`src/hdl/dpo_pkg.sv`:
```
package dpo_pkg;

  // Clock of the block, in picoseconds
  localparam int CLK_PERIOD_PS = 25000;
  // Default period of the memory clock pin, in picoseconds
  localparam int LINK_PERIOD_PS = 200000;

  // Asynchronous termination switching window, picoseconds
  localparam int ASYNC_TERM_MIN_PS = 1000;
  localparam int ASYNC_TERM_MAX_PS = 9000;
  // Longest time rounds down, never under one cycle
  localparam int ASYNC_TERM_DLY_CYC =
    (ASYNC_TERM_MAX_PS / CLK_PERIOD_PS) > 0 ?
    (ASYNC_TERM_MAX_PS / CLK_PERIOD_PS) : 1;

  // Synchronous turn-off window, tenths of a memory clock period
  localparam int TERM_OFF_MIN_X10 = 3;
  localparam int TERM_OFF_MAX_X10 = 7;
  // Least time rounds up
  localparam int TERM_OFF_MIN_CYC =
    (TERM_OFF_MIN_X10 * LINK_PERIOD_PS + 10 * CLK_PERIOD_PS - 1) /
    (10 * CLK_PERIOD_PS);

  // Leveling output delay, picoseconds; least time rounds up
  localparam int LVL_OUT_DELAY_PS = 900;
  localparam int LVL_OUT_DELAY_CYC =
    (LVL_OUT_DELAY_PS + CLK_PERIOD_PS - 1) / CLK_PERIOD_PS;

  // Power-down entry spacing, memory clock cycles
  localparam logic [7:0] WR_TAIL_BURST = 8'h04;
  localparam logic [7:0] WR_TAIL_CHOP = 8'h02;
  localparam logic [7:0] REFRESH_TO_PD_WAIT = 8'h01;
  localparam logic [7:0] AP_EXTRA = 8'h01;

  // Termination high minimums, memory clock cycles
  localparam logic [2:0] TERM_HIGH_SHORT = 3'h4;
  localparam logic [2:0] TERM_HIGH_LONG = 3'h6;

  // Write leveling waits, memory clock cycles
  localparam logic [5:0] LEVELING_FIRST_STROBE_WAIT = 6'h28;
  localparam logic [5:0] LEVELING_STROBE_ENABLE_WAIT = 6'h19;

  // Command pins, sampled on a rising memory clock edge
  typedef struct packed {
    logic write;
    logic write_ap;
    logic refresh;
    logic mode_set;
    logic burst_eight;
  } dpo_cmd_t;

  // Static mode settings
  typedef struct packed {
    logic chop_four;
    logic dll_frozen_pd;
    logic leveling;
    logic [4:0] write_latency;
    logic [4:0] wr_cycles;
  } dpo_cfg_t;

  // Sticky timing violations committed by the controller
  typedef struct packed {
    logic pd_too_early;
    logic term_high_short;
    logic lvl_strobe_early;
    logic lvl_enable_early;
  } dpo_viol_t;

  typedef enum {
    TS_OFF, TS_ASYNC_ON, TS_ON, TS_ASYNC_OFF, TS_LAT, TS_OFF_DLY
  } dpo_term_state_t;

endpackage

```
`src/hdl/dpo_timing_guard.sv`:
```
`timescale 1ns/10ps
module dpo_timing_guard import dpo_pkg::*; #(
  parameter int LINK_PERIOD = LINK_PERIOD_PS,
  parameter int WRITE_RECOVERY_PS = 15000,
  parameter int MODE_UPDATE_CYC = 12,
  parameter int TERM_OFF_LATENCY = 6
) (
  // Clock and reset
  input wire logic clk,
  input wire logic rst,
  // Pins from the controller
  input wire logic ck_pin,
  input wire logic cke_pin,
  input wire logic term_ctl_pin,
  input wire dpo_cmd_t cmd_pin,
  input wire logic dqs_pin,
  input wire logic dqs_driven_pin,
  input wire dpo_cfg_t cfg_pin,
  // Termination and leveling feedback
  output logic term_on,
  output logic level_dq,
  output logic level_dq_oe,
  // Observed controller violations
  output dpo_viol_t viol
);

  localparam int SW = 5 + $bits(dpo_cmd_t) + $bits(dpo_cfg_t);
  // Rounded recovery count, whole memory cycles
  localparam int WREC_CYC =
    (WRITE_RECOVERY_PS + LINK_PERIOD - 1) / LINK_PERIOD;

  initial begin
    if (WREC_CYC > 31 || MODE_UPDATE_CYC > 255 || MODE_UPDATE_CYC < 1)
      $error("dpo_timing_guard: wait parameter out of range");
    if (TERM_OFF_LATENCY < 1 || TERM_OFF_LATENCY > 15)
      $error("dpo_timing_guard: term off latency out of range");
  end

  // Two-flop synchroniser on every pin
  logic [SW-1:0] sync1_reg, sync2_reg;
  always_ff @(posedge clk) begin
    sync1_reg <= {ck_pin, cke_pin, term_ctl_pin, dqs_pin, dqs_driven_pin,
                  cmd_pin, cfg_pin};
    sync2_reg <= sync1_reg;
  end

  wire ck_s = sync2_reg[SW-1];
  wire cke_s = sync2_reg[SW-2];
  wire term_s = sync2_reg[SW-3];
  wire dqs_s = sync2_reg[SW-4];
  wire dqs_drv_s = sync2_reg[SW-5];
  dpo_cmd_t cmd_s;
  dpo_cfg_t cfg_s;
  assign cmd_s = sync2_reg[$bits(dpo_cfg_t) +: $bits(dpo_cmd_t)];
  assign cfg_s = sync2_reg[$bits(dpo_cfg_t)-1:0];

  // Edge detection on the synchronised pins
  logic ck_prev_reg, dqs_prev_reg, cke_ck_reg, term_ck_reg;
  // Live level loaded in reset too, so no false edge follows it
  always_ff @(posedge clk) begin
    ck_prev_reg <= ck_s;
    dqs_prev_reg <= dqs_s;
  end
  wire ck_rise = ck_s & ~ck_prev_reg;
  wire dqs_rise = dqs_s & ~dqs_prev_reg;
  wire pd_async = cfg_s.dll_frozen_pd & ~cke_s;

  // Levels as seen at the last memory clock edge
  always_ff @(posedge clk) begin
    if (rst) begin
      cke_ck_reg <= 1'b0;
      term_ck_reg <= 1'b0;
    end else if (ck_rise) begin
      cke_ck_reg <= cke_s;
      term_ck_reg <= term_s;
    end
  end
  wire pd_entry = ck_rise & cke_ck_reg & ~cke_s;
  wire term_fall_ck = ck_rise & term_ck_reg & ~term_s;

  // Per-command power-down waits
  wire [7:0] wr_tail = cfg_s.chop_four ? WR_TAIL_CHOP : WR_TAIL_BURST;
  wire [7:0] wl8 = {3'h0, cfg_s.write_latency};
  wire [7:0] wr_wait = wl8 + wr_tail + 8'(WREC_CYC);
  wire [7:0] wra_wait = wl8 + wr_tail + {3'h0, cfg_s.wr_cycles} +
                        AP_EXTRA;
  wire [7:0] mrs_wait = 8'(MODE_UPDATE_CYC);
  wire [7:0] cmd_wait = cmd_s.write ? wr_wait :
                        cmd_s.write_ap ? wra_wait :
                        cmd_s.mode_set ? mrs_wait :
                        cmd_s.refresh ? REFRESH_TO_PD_WAIT : 8'h00;
  logic [7:0] pd_wait_reg;
  wire [7:0] pd_wait_dec = (pd_wait_reg != 8'h00) ? pd_wait_reg - 8'h01 :
                           8'h00;
  // Keep only the longest outstanding wait
  wire [7:0] pd_wait_next = (cmd_wait > pd_wait_dec) ? cmd_wait :
                            pd_wait_dec;

  always_ff @(posedge clk) begin
    if (rst)
      pd_wait_reg <= 8'h00;
    else if (ck_rise)
      pd_wait_reg <= pd_wait_next;
  end

  // Termination high time, counted in memory clocks
  logic [2:0] term_hi_cnt_reg;
  logic term_bl8_reg;
  wire bl8_write = (cmd_s.write | cmd_s.write_ap) & cmd_s.burst_eight &
                   ~cfg_s.chop_four;
  wire [2:0] term_need = term_bl8_reg ? TERM_HIGH_LONG :
                         TERM_HIGH_SHORT;
  always_ff @(posedge clk) begin
    if (rst) begin
      term_hi_cnt_reg <= 3'h0;
      term_bl8_reg <= 1'b0;
    end else if (ck_rise) begin
      if (!term_s) begin
        term_hi_cnt_reg <= 3'h0;
        term_bl8_reg <= 1'b0;
      end else begin
        if (term_hi_cnt_reg != 3'h7)
          term_hi_cnt_reg <= term_hi_cnt_reg + 3'h1;
        if (bl8_write)
          term_bl8_reg <= 1'b1;
      end
    end
  end

  // Memory clocks since leveling was enabled, saturating
  logic [5:0] lvl_cnt_reg;
  always_ff @(posedge clk) begin
    if (rst || !cfg_s.leveling)
      lvl_cnt_reg <= 6'h00;
    else if (ck_rise && lvl_cnt_reg != 6'h3f)
      lvl_cnt_reg <= lvl_cnt_reg + 6'h01;
  end

  // Violation detection; flags stay set until reset
  dpo_viol_t viol_next;
  always_comb begin
    viol_next = viol;
    // Entry exactly N rises after a command is legal; same rise is not
    if (pd_entry && (pd_wait_dec != 8'h00 || cmd_wait != 8'h00))
      viol_next.pd_too_early = 1'b1;
    if (term_fall_ck && term_hi_cnt_reg < term_need)
      viol_next.term_high_short = 1'b1;
    if (cfg_s.leveling && dqs_rise &&
        lvl_cnt_reg < LEVELING_FIRST_STROBE_WAIT)
      viol_next.lvl_strobe_early = 1'b1;
    if (cfg_s.leveling && dqs_drv_s &&
        lvl_cnt_reg < LEVELING_STROBE_ENABLE_WAIT)
      viol_next.lvl_enable_early = 1'b1;
  end
  always_ff @(posedge clk) begin
    if (rst)
      viol <= '0;
    else
      viol <= viol_next;
  end

  // Leveling feedback: clock level caught on each strobe rise
  always_ff @(posedge clk) begin
    if (rst) begin
      level_dq <= 1'b0;
      level_dq_oe <= 1'b0;
    end else begin
      level_dq_oe <= cfg_s.leveling;
      if (cfg_s.leveling && dqs_rise)
        level_dq <= ck_s;
    end
  end

  // Termination switching; async path needs no memory clock at all
  dpo_term_state_t st_reg, st_next;
  logic [3:0] cnt_reg, cnt_next;
  always_comb begin
    st_next = st_reg;
    cnt_next = cnt_reg;
    case (st_reg)
      TS_OFF: begin
        if (pd_async && term_s) begin
          st_next = TS_ASYNC_ON;
          cnt_next = 4'(ASYNC_TERM_DLY_CYC - 1);
        end else if (!pd_async && ck_rise && term_s)
          st_next = TS_ON;
      end
      TS_ASYNC_ON: begin
        if (cnt_reg == 4'h0)
          st_next = TS_ON;
        else
          cnt_next = cnt_reg - 4'h1;
      end
      TS_ON: begin
        if (pd_async && !term_s) begin
          st_next = TS_ASYNC_OFF;
          cnt_next = 4'(ASYNC_TERM_DLY_CYC - 1);
        end else if (!pd_async && ck_rise && !term_s) begin
          st_next = TS_LAT;
          cnt_next = 4'(TERM_OFF_LATENCY - 1);
        end
      end
      TS_ASYNC_OFF: begin
        if (cnt_reg == 4'h0)
          st_next = TS_OFF;
        else
          cnt_next = cnt_reg - 4'h1;
      end
      TS_LAT: begin
        if (ck_rise) begin
          if (cnt_reg == 4'h0) begin
            st_next = TS_OFF_DLY;
            cnt_next = 4'(TERM_OFF_MIN_CYC - 1);
          end else
            cnt_next = cnt_reg - 4'h1;
        end
      end
      TS_OFF_DLY: begin
        if (cnt_reg == 4'h0)
          st_next = TS_OFF;
        else
          cnt_next = cnt_reg - 4'h1;
      end
      default: st_next = TS_OFF;
    endcase
  end

  always_ff @(posedge clk) begin
    if (rst) begin
      st_reg <= TS_OFF;
      cnt_reg <= 4'h0;
      term_on <= 1'b0;
    end else begin
      st_reg <= st_next;
      cnt_reg <= cnt_next;
      term_on <= (st_next != TS_OFF) && (st_next != TS_ASYNC_ON);
    end
  end

  a_async_term_on: assert property (@(posedge clk) disable iff (rst)
    (st_reg == TS_OFF && pd_async && term_s) |=> !term_on ##1 term_on)
    else $error("async termination on delay wrong");
  a_async_term_off: assert property (@(posedge clk) disable iff (rst)
    (st_reg == TS_ON && pd_async && !term_s) |=> term_on ##1 !term_on)
    else $error("async termination off delay wrong");
  a_sync_term_off: assert property (@(posedge clk) disable iff (rst)
    (st_reg == TS_LAT && ck_rise && cnt_reg == 4'h0)
      |=> term_on [*3] ##1 !term_on)
    else $error("sync termination off time wrong");
  a_level_dq_value: assert property (@(posedge clk) disable iff (rst)
    (cfg_s.leveling && dqs_rise) |=> level_dq == $past(ck_s))
    else $error("leveling feedback level wrong");
  a_level_dq_drive: assert property (@(posedge clk) disable iff (rst)
    $rose(cfg_s.leveling) |=> level_dq_oe)
    else $error("leveling feedback not driven");
  a_wait_rounded: assert property (@(posedge clk) disable iff (rst)
    (ck_rise && cmd_s.write)
      |=> pd_wait_reg >= $past(wl8) + 8'(WREC_CYC) + 8'h02)
    else $error("write wait shorter than rounded count");
  a_pd_entry_early: assert property (@(posedge clk) disable iff (rst)
    (pd_entry && pd_wait_dec != 8'h00) |=> viol.pd_too_early)
    else $error("early power-down entry not flagged");

endmodule
```
`config.mk`:
```
export PLATFORM = sky130hd
export DESIGN_NAME = dpo_timing_guard
export DESIGN_NICKNAME = d
export VERILOG_FILES = /design/src/hdl/dpo_pkg.sv /design/src/hdl/dpo_timing_guard.sv
export SDC_FILE = /design/constraint.sdc
export NUM_CORES = 1
export LEC_CHECK = 0
export BUFFER_PORTS_ARGS = -buffer_cell sky130_fd_sc_hd__buf_4
export CAP_MARGIN = 30
export CORE_ASPECT_RATIO = 1.75
export CORE_MARGIN = 5
export CORE_UTILIZATION = 50
export DETAILED_ROUTE_END_ITERATION = 7
export GPL_TIMING_DRIVEN = 0
export PLACE_DENSITY_LB_ADDON = 0.1
export SYNTH_ARGS = -nofsm -noshare
export SYNTH_HDL_FRONTEND = slang
export SYNTH_SLANG_ARGS = --single-unit
```
`constraint.sdc`:
```
create_clock -name clk -period 9.5 [get_ports clk]
set_input_delay 2.375 -clock clk [delete_from_list [all_inputs] [get_ports clk]]
set_output_delay 2.375 -clock clk [all_outputs]
set_load 0.005 [all_outputs]
```
== Word level (Yosys, flattened, before mapping) ==
Index checks and enable logic that the tools add are counted.

* Register bits after elaboration: 111
* Input bits: 25
* Output and inout bits: 7
* Word-level logic and storage cells: 118

* Add/sub/neg operators: 8
* $lt $le $gt $ge: 4
* Equality and inequality tests: 14
* Mux-type cells: 28
* Bitwise gates (word level): 15
* Reduce and logical (&&, ||, !) cells: 30

{| class="wikitable"
|+ Operators with widths
! cell !! count
|-
| 32-bit two-way mux || 8
|-
| 32-bit case mux with 5 select lines || 1
|-
| 32-bit by 2-bit == test with 1-bit output, second input constant || 2
|-
| 32-bit by 3-bit == test with 1-bit output, second input constant || 2
|-
| 32-bit by 1-bit == test with 1-bit output, second input constant || 1
|-
| 32-bit zero test || 1
|-
| 8-bit two-way mux || 4
|-
| 32-bit by 2-bit != test with 1-bit output, second input constant || 1
|-
| 32-bit nonzero test || 1
|-
| 4-bit two-way mux || 7
|-
| 8-bit nonzero test || 3
|-
| 4-bit case mux with 4 select lines || 1
|-
| 1-bit logical AND || 13
|-
| 1-bit AND || 9
|-
| 3-bit two-way mux || 3
|-
| 7-bit by 1-bit adder with 8-bit output, second input constant || 1
|-
| 8-bit by 1-bit adder with 8-bit output, second input constant || 1
|-
| 8-bit > comparator || 1
|-
| 8-bit by 1-bit subtractor with 8-bit output, second input constant || 1
|-
| 6-bit by 5-bit adder with 7-bit output || 1
|-
| 5-bit by 3-bit adder with 6-bit output || 1
|-
| 6-bit by 1-bit adder with 6-bit output, second input constant || 1
|-
| 6-bit by 5-bit < comparator with 1-bit output, second input constant || 1
|-
| 6-bit < comparator, second input constant || 1
|-
| other kinds (19) || 33
|}

== Longest topological paths before layout ==
* Depth in word-level cells: 10
* Depth in mapped cells: 19

== Worst setup path before layout ==
Ideal clock, no wire load.

* Path type: register to register
* Start: register sync2_reg[12]
* End: register pd_wait_reg[5]
* Library setup time: 60 ps
* Arrival time: 3,827 ps
* Slack: 5,613 ps
* Stages on the path, launching flop included: 20
* Buffers on the path: 1
* Cell sequence: dfxtp_1 ha_1 inv_1 fa_1 xor2_1 inv_1 ha_1 o21a_1 o31ai_1 a21oi_1 mux2i_1 or3_1 ha_1 a21o_1 a21oi_1 nand2b_1 o211a_2 buf_6 o41a_1 nand2_1

* Word-level cells in the longest chain between the ends: 8

{| class="wikitable"
|+ RTL lines
! element !! line !! RTL
|-
| start: declaration || dpo_timing_guard.sv:40 || <nowiki>logic [SW-1:0] sync1_reg, sync2_reg;</nowiki>
|-
| start signal: assignment || dpo_timing_guard.sv:44 || <nowiki>sync2_reg <= sync1_reg;</nowiki>
|-
| 3-bit two-way mux * || dpo_timing_guard.sv:82 || <nowiki>wire [7:0] wr_tail = cfg_s.chop_four ? WR_TAIL_CHOP : WR_TAIL_BURST;</nowiki>
|-
| 5-bit by 3-bit adder with 6-bit output * || dpo_timing_guard.sv:84, dpo_timing_guard.sv:85 ||
|-
| 6-bit by 5-bit adder with 7-bit output || dpo_timing_guard.sv:85 || <nowiki>wire [7:0] wra_wait = wl8 + wr_tail + {3'h0, cfg_s.wr_cycles} +</nowiki>
|-
| 7-bit by 1-bit adder with 8-bit output || dpo_timing_guard.sv:85 ||
|-
| 8-bit two-way mux || dpo_timing_guard.sv:89 || <nowiki>cmd_s.write_ap ? wra_wait :</nowiki>
|-
| 8-bit two-way mux * || dpo_timing_guard.sv:88 || <nowiki>wire [7:0] cmd_wait = cmd_s.write ? wr_wait :</nowiki>
|-
| 8-bit > comparator || dpo_timing_guard.sv:96 || <nowiki>wire [7:0] pd_wait_next = (cmd_wait > pd_wait_dec) ? cmd_wait :</nowiki>
|-
| 8-bit two-way mux * || dpo_timing_guard.sv:96 ||
|-
| end signal: assignment || dpo_timing_guard.sv:103 || <nowiki>pd_wait_reg <= pd_wait_next;</nowiki>
|-
| end: declaration || dpo_timing_guard.sv:92 || <nowiki>logic [7:0] pd_wait_reg;</nowiki>
|}

Every way passes the cells marked *; elsewhere a longest branch is shown, timed or not.
A chain may end at the register's enable or synchronous reset.

== Worst setup path in the final report ==
* Start: register sync2_reg[12]
* End: register pd_wait_reg[2]

The elaborated chain is that of the path after synthesis.

==> flow_summary.toml <==
[logic_synthesis]
synth_top_cells_by_area = "dfxtp_1, ha_1, nor2_1"
synth.top_cell.area_share_pct = 52.73
yosysSeqAreaShare_pct = 52.73
synth-adder-area-share_pct = 7.185
ys.flop_type = "dfxtp_1"
synth.area.mux_share_pct = 1.692
syn-cell-area_um2 = 4214
ys_types = 66
synth-async-reset-ratio_pct = 0
synthXorXnorAreaFrac_pct = 2.910
synthSimpleGateAreaFrac_pct = 17.87
synth_top_family_by_area = "simple AND/OR/NAND/NOR gates"
yosys.area.top_type = "dfxtp_1"
synth_compound_area_share_pct = 13.78
synth-edff-count = 0
yosys_warnings = 0
syn_area_per_cell_um2 = 10.13
synth_cells = 416
ys_ff_latch = 111

[route]
avgViaCountPerCell = 5.333
wl_per_cell_um = 13.45
drt-total-wl_mm = 7.829
first_iter_violations = 217
first_pass_iters = 4
drc = 0
vias = 3104
ant_nets = 0

[power_and_ir_drop]
leakagePower_nw = 2.074
switching_power_mw = 0.2984
sw_frac_of_total_pct = 26.56
power.internal_mw = 0.8249
power_frac_seq_pct = 44.9
peakVddDrop_mv = 0.1622
p_per_area_nw_per_um2 = 224.8
pwr-share-comb_pct = 19.1
pwr-share-clk_pct = 36.0

[clock_tree]
clk_path_buf_depth = 2
cts_buffers = 9
ctsHoldBuffers = 0
postCtsSetupRepairBufs = 0
clkTransAtPathRegs_ps = 70
htreeDepth = 3
cts_tree = "yes"
clock-root-buffer = "clkbuf_16"
clk_latency_ps = 350
cts_sinks = 111
cts_resized = 0

[global_route]
grt_max_degree = 20
grtUsageTotal_pct = 16.66
antenna_found_initial = 0
grt_pass1_wl_mm = 13.75
grt_pass1_vias = 3035
overflow = 0

[worst_setup_path]
crit_required_ps = 9760
crit_path_max_fanout = 10
path_cells = "ha_1 -> inv_1 -> fa_1 -> xor2_1 -> inv_1 -> ha_1 -> o21a_1 -> o31ai_1 -> a21oi_1 -> mux2i_1 -> or3_1 -> ha_1 -> a21o_1 -> a21oi_1 -> nand2b_1 -> o211a_2 -> buf_6 -> mux2i_1 -> a211oi_1"
cp_num_buf_inv = 3
worst-path-stages = 19
cpLargestDelayFamily = "compound AO/OA/AOI/OAI gates"
r2r_slack_ps = 5140
worstReg2RegStart = "sync2_reg[12]"
rr_endpoint = "pd_wait_reg[2]"
cp.arrival_ps = 4620
slowest_delay_ps = 400
r2r_cells = 19
crit_type = "flop to flop"
critPathCaptureType = "flop"
cpMostUsedCell = "ha_1"
startpoint_type = "flop"
crit_slowest_cell = "or3_1"

[finish]
final_nets = 534
fin_cells = 582
drive_above_1_share_pct = 12.45
diodes = 0
final_common_cell = "dfxtp_1"
largest_reg_flops = 32
final_core_utilization_pct = 60.50
flow.area_growth_from_synthesis_pct = 18.56
layout_common_cells = "dfxtp_1, nor2_1, buf_4, conb_1, inv_1"

[min_path]
hold_depth = 0
hold_path_end = "sync2_reg[6]"
min_path_type = "flop to flop"
hp-start = "sync1_reg[6]"

[sta]
setup_viol = 0
fin_crit_sh_pct = 45.90
hold_viol = 0
setup_tns_ps = 0
clock_skew_ps = 9.362
period_minus_slack_ps = 4360
drv_slew = 0
rsz0062_at_grt = "false"
worst_pin_slew_ps = 691.4
max_freq_mhz = 229.3
max-slew-margin-rel_pct = 52.72
whs_ps = 326.7

[die]
core-area_um2 = 8258
die_w_um = 79.40
io_pins = 32
die_h_um = 131.4
die_area_um2 = 10440
start_util_pct = 51.03
rows = 44

[placed_design]
routabilityCongestion = 0.8509
post-place-cells = 567
dpl.hpwl_mm = 5.970
portBuffers = 31

[job]
cap_violations = 0

[run_status]
outcome = "completed"
## worst reg2reg max path, stage by stage (launching register included)
cell and delay [ps]:
dfxtp_1 380, ha_1 210, inv_1 60, fa_1 390, xor2_1 260, inv_1 120, ha_1 320, o21a_1 130
o31ai_1 80, a21oi_1 210, mux2i_1 120, or3_1 400, ha_1 320, a21o_1 180, a21oi_1 230, nand2b_1 90
o211a_2 280, buf_6 150, mux2i_1 110, a211oi_1 240
## cell families after synthesis
logic type,Yosys count
buffers and inverters,40
adder cells (fa/ha/maj),23
flip-flops,111
AO/OA/AOI/OAI,78
AND/OR/NAND/NOR,142
XOR/XNOR,14
other,1
multiplexers,7
## cell usage after synthesis, drive strengths merged (4+ instances only)
cell	number
mux2i	6
nor2	49
dfxtp	111
xor2	6
nand3b	4
a21oi	18
or2	6
xnor2	8
nand3	9
nor4	10
o21a	8
nor2b	5
nor3	10
nor3b	4
a22oi	4
nand2	15
clkbuf	15
inv	24
a211oi	5
nand4	5
o21ai	7
nand2b	8
or3	5
ha	21
## power groups by stage
stage	clock, mW	sequential, mW	combinational [mW]
detailed placement	0	0.515	0.214
CTS	0.414	0.504	0.215
floorplan	0	0.511	0.165
global route	0.436	0.508	0.242
finish	0.405	0.504	0.215
global placement	0	0.514	0.210
## final cells by class
class / count / area [µm²]
Sequential cell: 111 / 2222
Inverter: 24 / 90.09
Tap cell: 92 / 115.1
Buffer: 16 / 67.56
Fill cell: 733 / 3262
Multi-Input combinational cell: 293 / 1939
Clock buffer: 9 / 225.2
Clock inverter: 6 / 103.9
Timing Repair Buffer: 31 / 232.7
## through the flow
| step | total power, mW | setup slack, ps | area [µm²] |
|---|---|---|---|
| 2_1_floorplan | 0.6761 | 5613 | 4319 |
| 3_5_place_dp | 0.7287 | 5123 | 4667 |
| 5_1_grt | 1.186 | 4773 | 4996 |
| 4_1_cts | 1.134 | 5106 | 4996 |
| 3_3_place_gp | 0.7236 | 5145 | 4667 |
| 6_report | 1.123 | 5140 | 4996 |
## per-layer routing
metal,vias up,GRT usage [%],part of all wire (%)
met5,-,0,0
met4,0,7.935,2.4
met3,16,3.219,3.7
met2,57,29.69,54
met1,1458,18.55,40
li1,1573,-,-
## worst max-delay path by stage
| stage | from | endpoint | slack [ps] |
|---|---|---|---|
| after floorplan | sync2_reg[12] | pd_wait_reg[5] | 5610 |
| after global placement | sync2_reg[12] | pd_wait_reg[2] | 5140 |
| after detailed placement | sync2_reg[12] | pd_wait_reg[2] | 5120 |
| after CTS | sync2_reg[12] | pd_wait_reg[2] | 5110 |
| after global routing | sync2_reg[12] | pd_wait_reg[2] | 4770 |
| final | sync2_reg[12] | pd_wait_reg[2] | 5140 |
Power figures use the tool's default switching activity.
